File: config.mk
export PLATFORM = sky130hd
export DESIGN_NAME = cifp_ctrl
export DESIGN_NICKNAME = d
export VERILOG_FILES = /design/src/cifp_pkg.sv /design/src/cifp_ctrl.sv
export SDC_FILE = /design/constraint.sdc
export NUM_CORES = 1
export LEC_CHECK = 0
export BUFFER_PORTS_ARGS = -buffer_cell sky130_fd_sc_hd__buf_4
export CAP_MARGIN = 20
export CORE_MARGIN = 1
export CORE_UTILIZATION = 36
export DETAILED_ROUTE_END_ITERATION = 10
export GPL_TIMING_DRIVEN = 0
export HOLD_SLACK_MARGIN = 0.05
export PLACE_DENSITY_LB_ADDON = 0.1
export SLEW_MARGIN = 15
export SYNTH_ARGS = -nofsm -noshare
export SYNTH_HDL_FRONTEND = slang
export SYNTH_SLANG_ARGS = --single-unit
File: constraint.sdc
create_clock -name pclk -period 32.9 [get_ports pclk]
set_clock_uncertainty 0.2 [all_clocks]
set_input_delay 6.58 -clock pclk [delete_from_list [all_inputs] [get_ports pclk]]
set_output_delay 6.58 -clock pclk [all_outputs]
set_load 0.02 [all_outputs]
File: src/cifp_pkg.sv
// constants for the compare interrupt flag and priority block
// assumes an 8-bit core whose registers are reached through an APB word port
//
// Summary of operation
// - compare match sets its request flag only when that channel is enabled
// - capture/compare flag set by timer 1 match or by capture when selected
// - the eight capture/compare flags are OR-ed into one request
// - compare timer overflow flag set on rollover, requests when enabled
// - compare timer overflow flag cleared once timer leaves reload value
// - timer 1 overflow flag set on rollover, requests when enabled
// - timer 1 overflow flag cleared once timer 1 leaves reload value
// - set-match and clear-match flags set by enabled compare matches
// - while a set or clear match persists its flag ignores every clear
// - set-match and clear-match flags cleared when the core vectors there
// - nineteen sources, each belonging to a fixed group
// - sources form six fixed groups of two to four members
// - each group takes one of four levels from two priority bits
// - only a strictly higher level preempts a running routine
// - a routine at the top level is never preempted
// - among simultaneous requests the highest level is served first
// - equal-level simultaneous requests resolved by fixed polling order
// - polling runs group 1 to 6, then left to right within a group
// - flags sampled on the sample strobe, polled in the next machine cycle
package cifp_pkg;

    // ========================================================
    // register indices (byte address is four times the index)
    localparam logic [7:0] IDX_T1CTRL   = 8'hBC;
    localparam logic [7:0] IDX_CCFLAGS  = 8'hBF;
    localparam logic [7:0] IDX_CMFLAGS  = 8'hD1;
    localparam logic [7:0] IDX_TCTRL    = 8'hE1;
    localparam logic [7:0] IDX_PRIO_LO  = 8'hA9;
    localparam logic [7:0] IDX_PRIO_HI  = 8'hB9;
    localparam logic [7:0] IDX_CH_SEL   = 8'hE2;
    localparam logic [7:0] IDX_CH_EN    = 8'hE3;
    localparam logic [7:0] IDX_CC_EN    = 8'hE4;
    localparam logic [7:0] IDX_CC_CAP   = 8'hE5;
    localparam logic [7:0] IDX_IRQ_EN   = 8'hE6;
    localparam logic [7:0] IDX_MATCH_EN = 8'hE7;
    localparam logic [7:0] IDX_STATUS   = 8'hE8;

    // ========================================================
    // field positions and reset values
    localparam int TCTRL_CLRM  = 7;
    localparam int TCTRL_SETM  = 5;
    localparam int TCTRL_OVF   = 3;
    localparam int T1CTRL_OVF  = 3;
    localparam logic [7:0] TCTRL_RESET  = 8'h40;
    localparam logic [7:0] T1CTRL_RESET = 8'h40;
    localparam logic [7:0] TCTRL_STORE  = 8'h57;
    localparam logic [7:0] T1CTRL_STORE = 8'hF7;

    // ========================================================
    // sources, numbered in polling order
    localparam int NUM_SRC  = 19;
    localparam int NUM_GRP  = 6;
    localparam logic [4:0] SRC_CM   = 5'h06;
    localparam logic [4:0] SRC_CC   = 5'h08;
    localparam logic [4:0] SRC_OVF  = 5'h0A;
    localparam logic [4:0] SRC_OVF1 = 5'h0C;
    localparam logic [4:0] SRC_SETM = 5'h0E;
    localparam logic [4:0] SRC_CLRM = 5'h11;

    // fixed source groups, 0 is the first polled
    function automatic logic [2:0] cifp_group(input logic [4:0] src);
        if (src < 5'h03) return 3'h0;
        else if (src < 5'h05) return 3'h1;
        else if (src < 5'h09) return 3'h2;
        else if (src < 5'h0D) return 3'h3;
        else if (src < 5'h10) return 3'h4;
        else return 3'h5;
    endfunction : cifp_group

endpackage : cifp_pkg

File: src/cifp_ctrl.sv
// compare flag register file, priority resolver and vector handshake
// assumes timer match levels and rollover pulses synchronous to pclk
//
// Added by the designer: the APB register port.
`timescale 1ns/1ps

module cifp_ctrl (
    // apb
    input  wire logic        pclk,
    input  wire logic        presetn,
    input  wire logic [11:0] paddr,
    input  wire logic        psel,
    input  wire logic        penable,
    input  wire logic        pwrite,
    input  wire logic [31:0] pwdata,
    output logic      [31:0] prdata,
    output logic             pready,
    output logic             pslverr,
    // timer events
    input  wire logic [7:0]  cm_match,
    input  wire logic [7:0]  cc_match,
    input  wire logic [7:0]  cc_capture,
    input  wire logic        ct_rollover,
    input  wire logic        ct_at_reload,
    input  wire logic        ct1_rollover,
    input  wire logic        ct1_at_reload,
    input  wire logic        set_match,
    input  wire logic        clear_match,
    // other sources of the core, own positions ignored
    input  wire logic [18:0] other_req,
    // core sequencer
    input  wire logic        sample_strobe,
    input  wire logic        vector_ack,
    input  wire logic        return_done,
    output logic             irq_req,
    output logic      [4:0]  irq_source,
    output logic      [1:0]  irq_level
);

    // ========================================================
    // state
    typedef struct packed {
        logic [7:0]  cm_flags;
        logic [7:0]  cc_flags;
        logic        compare_timer_overflow_flag;
        logic        second_timer_overflow_flag;
        logic        set_match_request_flag;
        logic        clear_match_request_flag;
        logic [7:0]  tctrl_store;
        logic [7:0]  t1ctrl_store;
        logic [5:0]  prio_lo;
        logic [5:0]  prio_hi;
        logic [7:0]  ch_sel;
        logic [7:0]  ch_en;
        logic [7:0]  cc_en;
        logic [7:0]  cc_cap;
        logic [18:0] irq_en;
        logic [1:0]  match_en;
        logic [18:0] sampled;
        logic [3:0]  active;
        logic        irq_req;
        logic [4:0]  irq_source;
        logic [1:0]  irq_level;
        logic        pready;
        logic        pslverr;
        logic [31:0] prdata;
    } cifp_state_type;

    cifp_state_type st;
    cifp_state_type next_st;

    logic        wr_fire;
    logic [7:0]  idx;
    logic [7:0]  wbyte;
    logic [18:0] req;
    logic        setm_hold;
    logic        clrm_hold;
    logic        best_found;
    logic [4:0]  best_src;
    logic [1:0]  best_lvl;
    logic        act_any;
    logic [1:0]  act_lvl;
    logic [1:0]  lvl;
    logic [31:0] rd;
    logic        hit;

    assign idx     = paddr[9:2];
    assign wbyte   = pwdata[7:0];
    assign wr_fire = psel && penable && st.pready && pwrite;
    assign setm_hold = set_match && st.match_en[0];
    assign clrm_hold = clear_match && st.match_en[1];

    // ========================================================
    // request vector and resolver
    always_comb begin
        req = other_req;
        req[cifp_pkg::SRC_CM]   = |st.cm_flags;
        req[cifp_pkg::SRC_CC]   = |st.cc_flags;
        req[cifp_pkg::SRC_OVF]  = st.compare_timer_overflow_flag;
        req[cifp_pkg::SRC_OVF1] = st.second_timer_overflow_flag;
        req[cifp_pkg::SRC_SETM] = st.set_match_request_flag;
        req[cifp_pkg::SRC_CLRM] = st.clear_match_request_flag;
    end

    always_comb begin
        best_found = 1'b0;
        best_src   = 5'h00;
        best_lvl   = 2'h0;
        lvl        = 2'h0;
        // highest level, lowest index wins a tie
        for (int i = cifp_pkg::NUM_SRC - 1; i >= 0; i--) begin
            lvl = {st.prio_hi[cifp_pkg::cifp_group(5'(i))],
                   st.prio_lo[cifp_pkg::cifp_group(5'(i))]};
            if (st.sampled[i] && st.irq_en[i]
                    && (!best_found || lvl >= best_lvl)) begin
                best_found = 1'b1;
                best_src   = 5'(i);
                best_lvl   = lvl;
            end
        end
        act_any = |st.active;
        act_lvl = st.active[3] ? 2'h3 : st.active[2] ? 2'h2 :
                  st.active[1] ? 2'h1 : 2'h0;
    end

    // ========================================================
    // apb read mux
    always_comb begin
        rd  = 32'h0000_0000;
        hit = 1'b1;
        unique case (idx)
            cifp_pkg::IDX_T1CTRL: begin
                rd[7:0] = st.t1ctrl_store;
                rd[cifp_pkg::T1CTRL_OVF] = st.second_timer_overflow_flag;
            end
            cifp_pkg::IDX_TCTRL: begin
                rd[7:0] = st.tctrl_store;
                rd[cifp_pkg::TCTRL_CLRM] = st.clear_match_request_flag;
                rd[cifp_pkg::TCTRL_SETM] = st.set_match_request_flag;
                rd[cifp_pkg::TCTRL_OVF] = st.compare_timer_overflow_flag;
            end
            cifp_pkg::IDX_CCFLAGS:  rd[7:0]  = st.cc_flags;
            cifp_pkg::IDX_CMFLAGS:  rd[7:0]  = st.cm_flags;
            cifp_pkg::IDX_PRIO_LO:  rd[5:0]  = st.prio_lo;
            cifp_pkg::IDX_PRIO_HI:  rd[5:0]  = st.prio_hi;
            cifp_pkg::IDX_CH_SEL:   rd[7:0]  = st.ch_sel;
            cifp_pkg::IDX_CH_EN:    rd[7:0]  = st.ch_en;
            cifp_pkg::IDX_CC_EN:    rd[7:0]  = st.cc_en;
            cifp_pkg::IDX_CC_CAP:   rd[7:0]  = st.cc_cap;
            cifp_pkg::IDX_IRQ_EN:   rd[18:0] = st.irq_en;
            cifp_pkg::IDX_MATCH_EN: rd[1:0]  = st.match_en;
            cifp_pkg::IDX_STATUS:   rd[3:0]  = st.active;
            default:                hit      = 1'b0;
        endcase
        if (paddr[11:10] != 2'h0) begin
            hit = 1'b0;
            rd  = 32'h0000_0000;
        end
    end

    // ========================================================
    // next state
    always_comb begin
        next_st = st;

        // zero wait state: answer in the first access cycle
        next_st.pready  = psel && !penable;
        next_st.pslverr = psel && !penable && !hit;
        if (psel && !penable) begin
            next_st.prdata = pwrite ? 32'h0000_0000 : rd;
        end

        // software writes; flags take the written value, cm flags only on enabled channels on timer 2
        if (wr_fire && hit) begin
            unique case (idx)
                cifp_pkg::IDX_T1CTRL: begin
                    next_st.t1ctrl_store = wbyte & cifp_pkg::T1CTRL_STORE;
                    next_st.second_timer_overflow_flag =
                        wbyte[cifp_pkg::T1CTRL_OVF];
                end
                cifp_pkg::IDX_TCTRL: begin
                    next_st.tctrl_store = wbyte & cifp_pkg::TCTRL_STORE;
                    next_st.clear_match_request_flag =
                        wbyte[cifp_pkg::TCTRL_CLRM];
                    next_st.set_match_request_flag =
                        wbyte[cifp_pkg::TCTRL_SETM];
                    next_st.compare_timer_overflow_flag =
                        wbyte[cifp_pkg::TCTRL_OVF];
                end
                cifp_pkg::IDX_CCFLAGS: next_st.cc_flags = wbyte;
                cifp_pkg::IDX_CMFLAGS: begin
                    // clear only on channels on timer 2 and enabled
                    next_st.cm_flags = (st.cm_flags & (st.ch_sel | ~st.ch_en))
                                     | (wbyte & ~st.ch_sel & st.ch_en);
                end
                cifp_pkg::IDX_PRIO_LO:  next_st.prio_lo  = wbyte[5:0];
                cifp_pkg::IDX_PRIO_HI:  next_st.prio_hi  = wbyte[5:0];
                cifp_pkg::IDX_CH_SEL:   next_st.ch_sel   = wbyte;
                cifp_pkg::IDX_CH_EN:    next_st.ch_en    = wbyte;
                cifp_pkg::IDX_CC_EN:    next_st.cc_en    = wbyte;
                cifp_pkg::IDX_CC_CAP:   next_st.cc_cap   = wbyte;
                cifp_pkg::IDX_IRQ_EN:   next_st.irq_en   = pwdata[18:0];
                cifp_pkg::IDX_MATCH_EN: next_st.match_en = wbyte[1:0];
                default: ;
            endcase
        end

        if (vector_ack && st.irq_req) begin
            if (st.irq_source == cifp_pkg::SRC_SETM) begin
                next_st.set_match_request_flag = 1'b0;
            end
            if (st.irq_source == cifp_pkg::SRC_CLRM) begin
                next_st.clear_match_request_flag = 1'b0;
            end
        end

        if (!ct_at_reload) next_st.compare_timer_overflow_flag = 1'b0;
        if (!ct1_at_reload) next_st.second_timer_overflow_flag = 1'b0;

        // hardware sets come last so they win over any clear
        // enabled compare match
        next_st.cm_flags = next_st.cm_flags | (cm_match & st.ch_en);
        next_st.cc_flags = next_st.cc_flags
                         | (cc_match & st.cc_en & ~st.cc_cap)
                         | (cc_capture & st.cc_cap);
        if (ct_rollover) next_st.compare_timer_overflow_flag = 1'b1;
        if (ct1_rollover) next_st.second_timer_overflow_flag = 1'b1;
        if (setm_hold) next_st.set_match_request_flag = 1'b1;
        if (clrm_hold) next_st.clear_match_request_flag = 1'b1;

        if (sample_strobe) begin
            next_st.sampled = req;
        end else if (vector_ack && st.irq_req) begin
            // taken request is not polled again before resample
            next_st.sampled[st.irq_source] = 1'b0;
        end

        // in-service levels
        if (vector_ack && st.irq_req) begin
            next_st.active[st.irq_level] = 1'b1;
        end else if (return_done && act_any) begin
            next_st.active[act_lvl] = 1'b0;
        end

        // only a strictly higher level gets through
        next_st.irq_req = best_found && !(vector_ack && st.irq_req)
                        && (!act_any || best_lvl > act_lvl);
        next_st.irq_source = best_src;
        next_st.irq_level  = best_lvl;
    end

    // ========================================================
    // registers
    always_ff @(posedge pclk or negedge presetn) begin
        if (!presetn) begin
            st             <= '0;
            st.tctrl_store  <= cifp_pkg::TCTRL_RESET;
            st.t1ctrl_store <= cifp_pkg::T1CTRL_RESET;
        end else begin
            st <= next_st;
        end
    end

    assign prdata     = st.prdata;
    assign pready     = st.pready;
    assign pslverr    = st.pslverr;
    assign irq_req    = st.irq_req;
    assign irq_source = st.irq_source;
    assign irq_level  = st.irq_level;
endmodule : cifp_ctrl

==> flow_summary.json <==
{
  "place_worst_setup_slack_ns": 10.14,
  "seq_power_share_pct": 45.8,
  "yosysUniqueCellTypes": 76,
  "hold_start": "prdata[0]",
  "slew_headroom_pct": 21.6,
  "synth_seq_cells": 149,
  "clock_path_buffers": 2,
  "synth_ff_type": "dfrtp_1",
  "finalSetupTns_ns": 0,
  "ys_seq_area_share_pct": 42.3,
  "clkPwrFrac_pct": 48.0,
  "grt_busiest_layer": "met2",
  "drive_above_1_share_pct": 27.0,
  "required_ns": 33.05,
  "syn_area_sq_um": 8820,
  "finalSetupViolations": 0,
  "hold_violations": 0,
  "cts_resized": 0,
  "clock-sinks": 149,
  "rows": 56,
  "final_nets": 1176,
  "gr-usage-met2_pct": 37.4,
  "dpl.hpwl_um": 21700,
  "synth_commonest_cells": "dfrtp_1, nand2_1, o21ai_0",
  "fillerInstances": 2309,
  "grt_pass1_vias": 7429,
  "hold_class": "flip-flop to flip-flop",
  "yosysWarningCount": 0,
  "cts_tree": "built",
  "cts_root_buffer": "clkbuf_16",
  "synthArstFlopShare_pct": 100,
  "worst_path_max_delay_cell": "nor4_1",
  "rsz0062_at_grt": "no",
  "met1_usage_pct": 34.9,
  "syn2layout_area_growth_pct": 21.7,
  "seqCellArea_sq_um": 3730,
  "routed_wirelength_um": 28500,
  "reg2reg_from": "st[84]",
  "ant_nets": 0,
  "num_vias": 7688,
  "drt-initial-drc-count": 657,
  "io_buffers": 105,
  "syn_inst": 914,
  "grt_max_degree": 84,
  "cts_hold_buf": 0,
  "cellPowerDensity_nw_per_um2": 38.2,
  "yosysTopAreaCellShare_pct": 41.7,
  "place_congestion": 0.889,
  "met3_usage_pct": 3.70,
  "syn_avg_cell_area_sq_um": 9.66,
  "route.detailed.drc": 0,
  "clk_latency_ns": 0.44,
  "cp_max_fo": 10,
  "slowest_delay_ns": 0.56,
  "status": "finished, final reports clean",
  "min_period_over_period_pct": 69.2,
  "synth_edf_count": 0,
  "setup.worst_path.end_class": "flip-flop",
  "power_switching_uw": 112,
  "core-area_sq_um": 23800,
  "worst_pin_slew_ns": 1.17,
  "p_comb_share_pct": 6.2,
  "yosysMostFrequentCell": "dfrtp_1",
  "cts_setup_buffers": 0,
  "grt_usage_pct": 24.1,
  "yosys.area.top_type": "dfrtp_1",
  "grt_antenna_before_repair": 0,
  "peakVddDrop_mv": 0.0299,
  "clkTransAtPathRegs_ns": 0.07,
  "critPathLaunch": "st[84]",
  "start_util_pct": 37.2,
  "die_h_um": 159,
  "stdcell_count": 1387,
  "dieWidth_um": 159,
  "cp.arrival_ns": 22.92,
  "diodes": 0,
  "cts_inserted_buffers": 17,
  "multi_input_area_sq_um": 4620,
  "final_max_slew_viol_count": 0,
  "cts-htree-levels": 4,
  "overflow": 0,
  "routedWlPerCell_um": 20.6,
  "period_needed_ns": 22.77,
  "cp-start-kind": "flip-flop",
  "sw_frac_of_total_pct": 27.4,
  "io_pins": 143,
  "power.leakage_uw": 0.00499,
  "post-place-cells": 1354,
  "via_per_inst": 5.54,
  "synth.area.top_cells": "dfrtp_1, mux2_2, o21ai_0, nand2_1, buf_4",
  "grt_pass1_wl_um": 44500,
  "worstSetupPathType": "flip-flop to flip-flop",
  "p_total_uw": 411,
  "cap_violations": 0,
  "fin_ws_ns": 10.13,
  "dr.pass1.iters": 6,
  "max_freq_mhz": 43.9,
  "internal_power_uw": 298,
  "dieArea_sq_um": 25100
}
## cell families (layout without fill, tap and decap cells)
kind of cell	Yosys count	count (layout)	share of synthesized area [%]
buf+inv	100	242	6.05
fa+ha+maj	21	21	2.96
other cells	1	13	0.0425
mux	95	95	12.0
simple gates	282	282	16.0
compound gates	266	266	20.7
flops	149	149	42.3
## worst paths after layout
check | to | slack, ns | cells after the start
min reg2reg | prdata[0] | 0.28 | 2
min | prdata[0] | 0.28 | 2
max in group asynchronous | st[56] | 25.76 | 2
min in group asynchronous | prdata[15] | 5.94 | 1
max | irq_req | 10.13 | 110
max reg2reg | irq_req | 10.13 | 110
## cell usage in the layout (no fill, tap or decap), types with 7 or more instances in the layout
master	Yosys	routed
dfrtp_1	147	147
clkbuf_16	0	17
mux2i_1	12	12
nor2_1	65	65
a31oi_1	7	7
o211ai_1	13	13
a22oi_1	21	21
buf_4	41	147
nand4_1	9	9
a32oi_1	10	10
nand2b_1	17	17
mux2_1	11	11
nand3_1	17	17
a222oi_1	12	12
a22o_1	20	20
mux2_2	72	72
conb_1	1	13
o21ai_0	85	85
clkbuf_1	24	24
nor3_1	9	8
inv_1	31	31
nand2_1	99	99
a21oi_1	36	36
ha_1	20	20
a21o_1	10	10
nor2b_1	13	13
## power by group through the flow
| stage | Combinational [uW] | Clock (uW) | Sequential [uW] |
|---|---|---|---|
| floorplan | 9.37 | 0 | 190 |
| global placement | 25.1 | 0 | 192 |
| finish | 25.5 | 197 | 188 |
| detailed placement | 25.9 | 0 | 192 |
| CTS | 25.9 | 200 | 188 |
| global route | 28.5 | 209 | 188 |
## per-stage QoR
step / cell area [sq um] / hold WS, ns / utilization (%)
after floorplan: 8870 / 0.247 / -
after global placement: 10100 / 0.268 / 42.3
after detailed placement: 10100 / 0.272 / 42.6
after CTS: 10700 / 0.289 / 45.2
after global routing: 10700 / 0.331 / 45.2
final: 10700 / 0.284 / 45.2
## state kept, by name (all words and copies together) (netlist names)
name and cells:
irq_level 2, irq_req 1, irq_source 5, prdata 19
pready 1, pslverr 1, req 4, st 116
## per-layer routing
metal	wire [um]	share of wire (%)
met5	0	0
met3	1720	6.0
met1	13500	47
met2	13000	45
met4	378	1.3
## cell type report
class / instances / share of cell area [%]
timing repair buffer: 110 / 7.90
multi-input combinational: 677 / 43.0
clock inverter: 15 / 1.65
tap: 319 / 3.72
clock buffer: 17 / 3.96
inverter: 31 / 1.08
buffer: 69 / 3.89
sequential: 149 / 34.7
## worst max-delay path: cells and delay by family (launching register included)
kind / cells / cell delay (ns)
and+or+nand+nor: 33 / 4.57
adders and majority gates: 17 / 4.68
muxes: 8 / 2.88
buffers and inverters: 6 / 0.74
AOI/OAI and AO/OA: 46 / 9.14
DFF: 1 / 0.44
No activity file was read; power rests on OpenSTA's default activity.
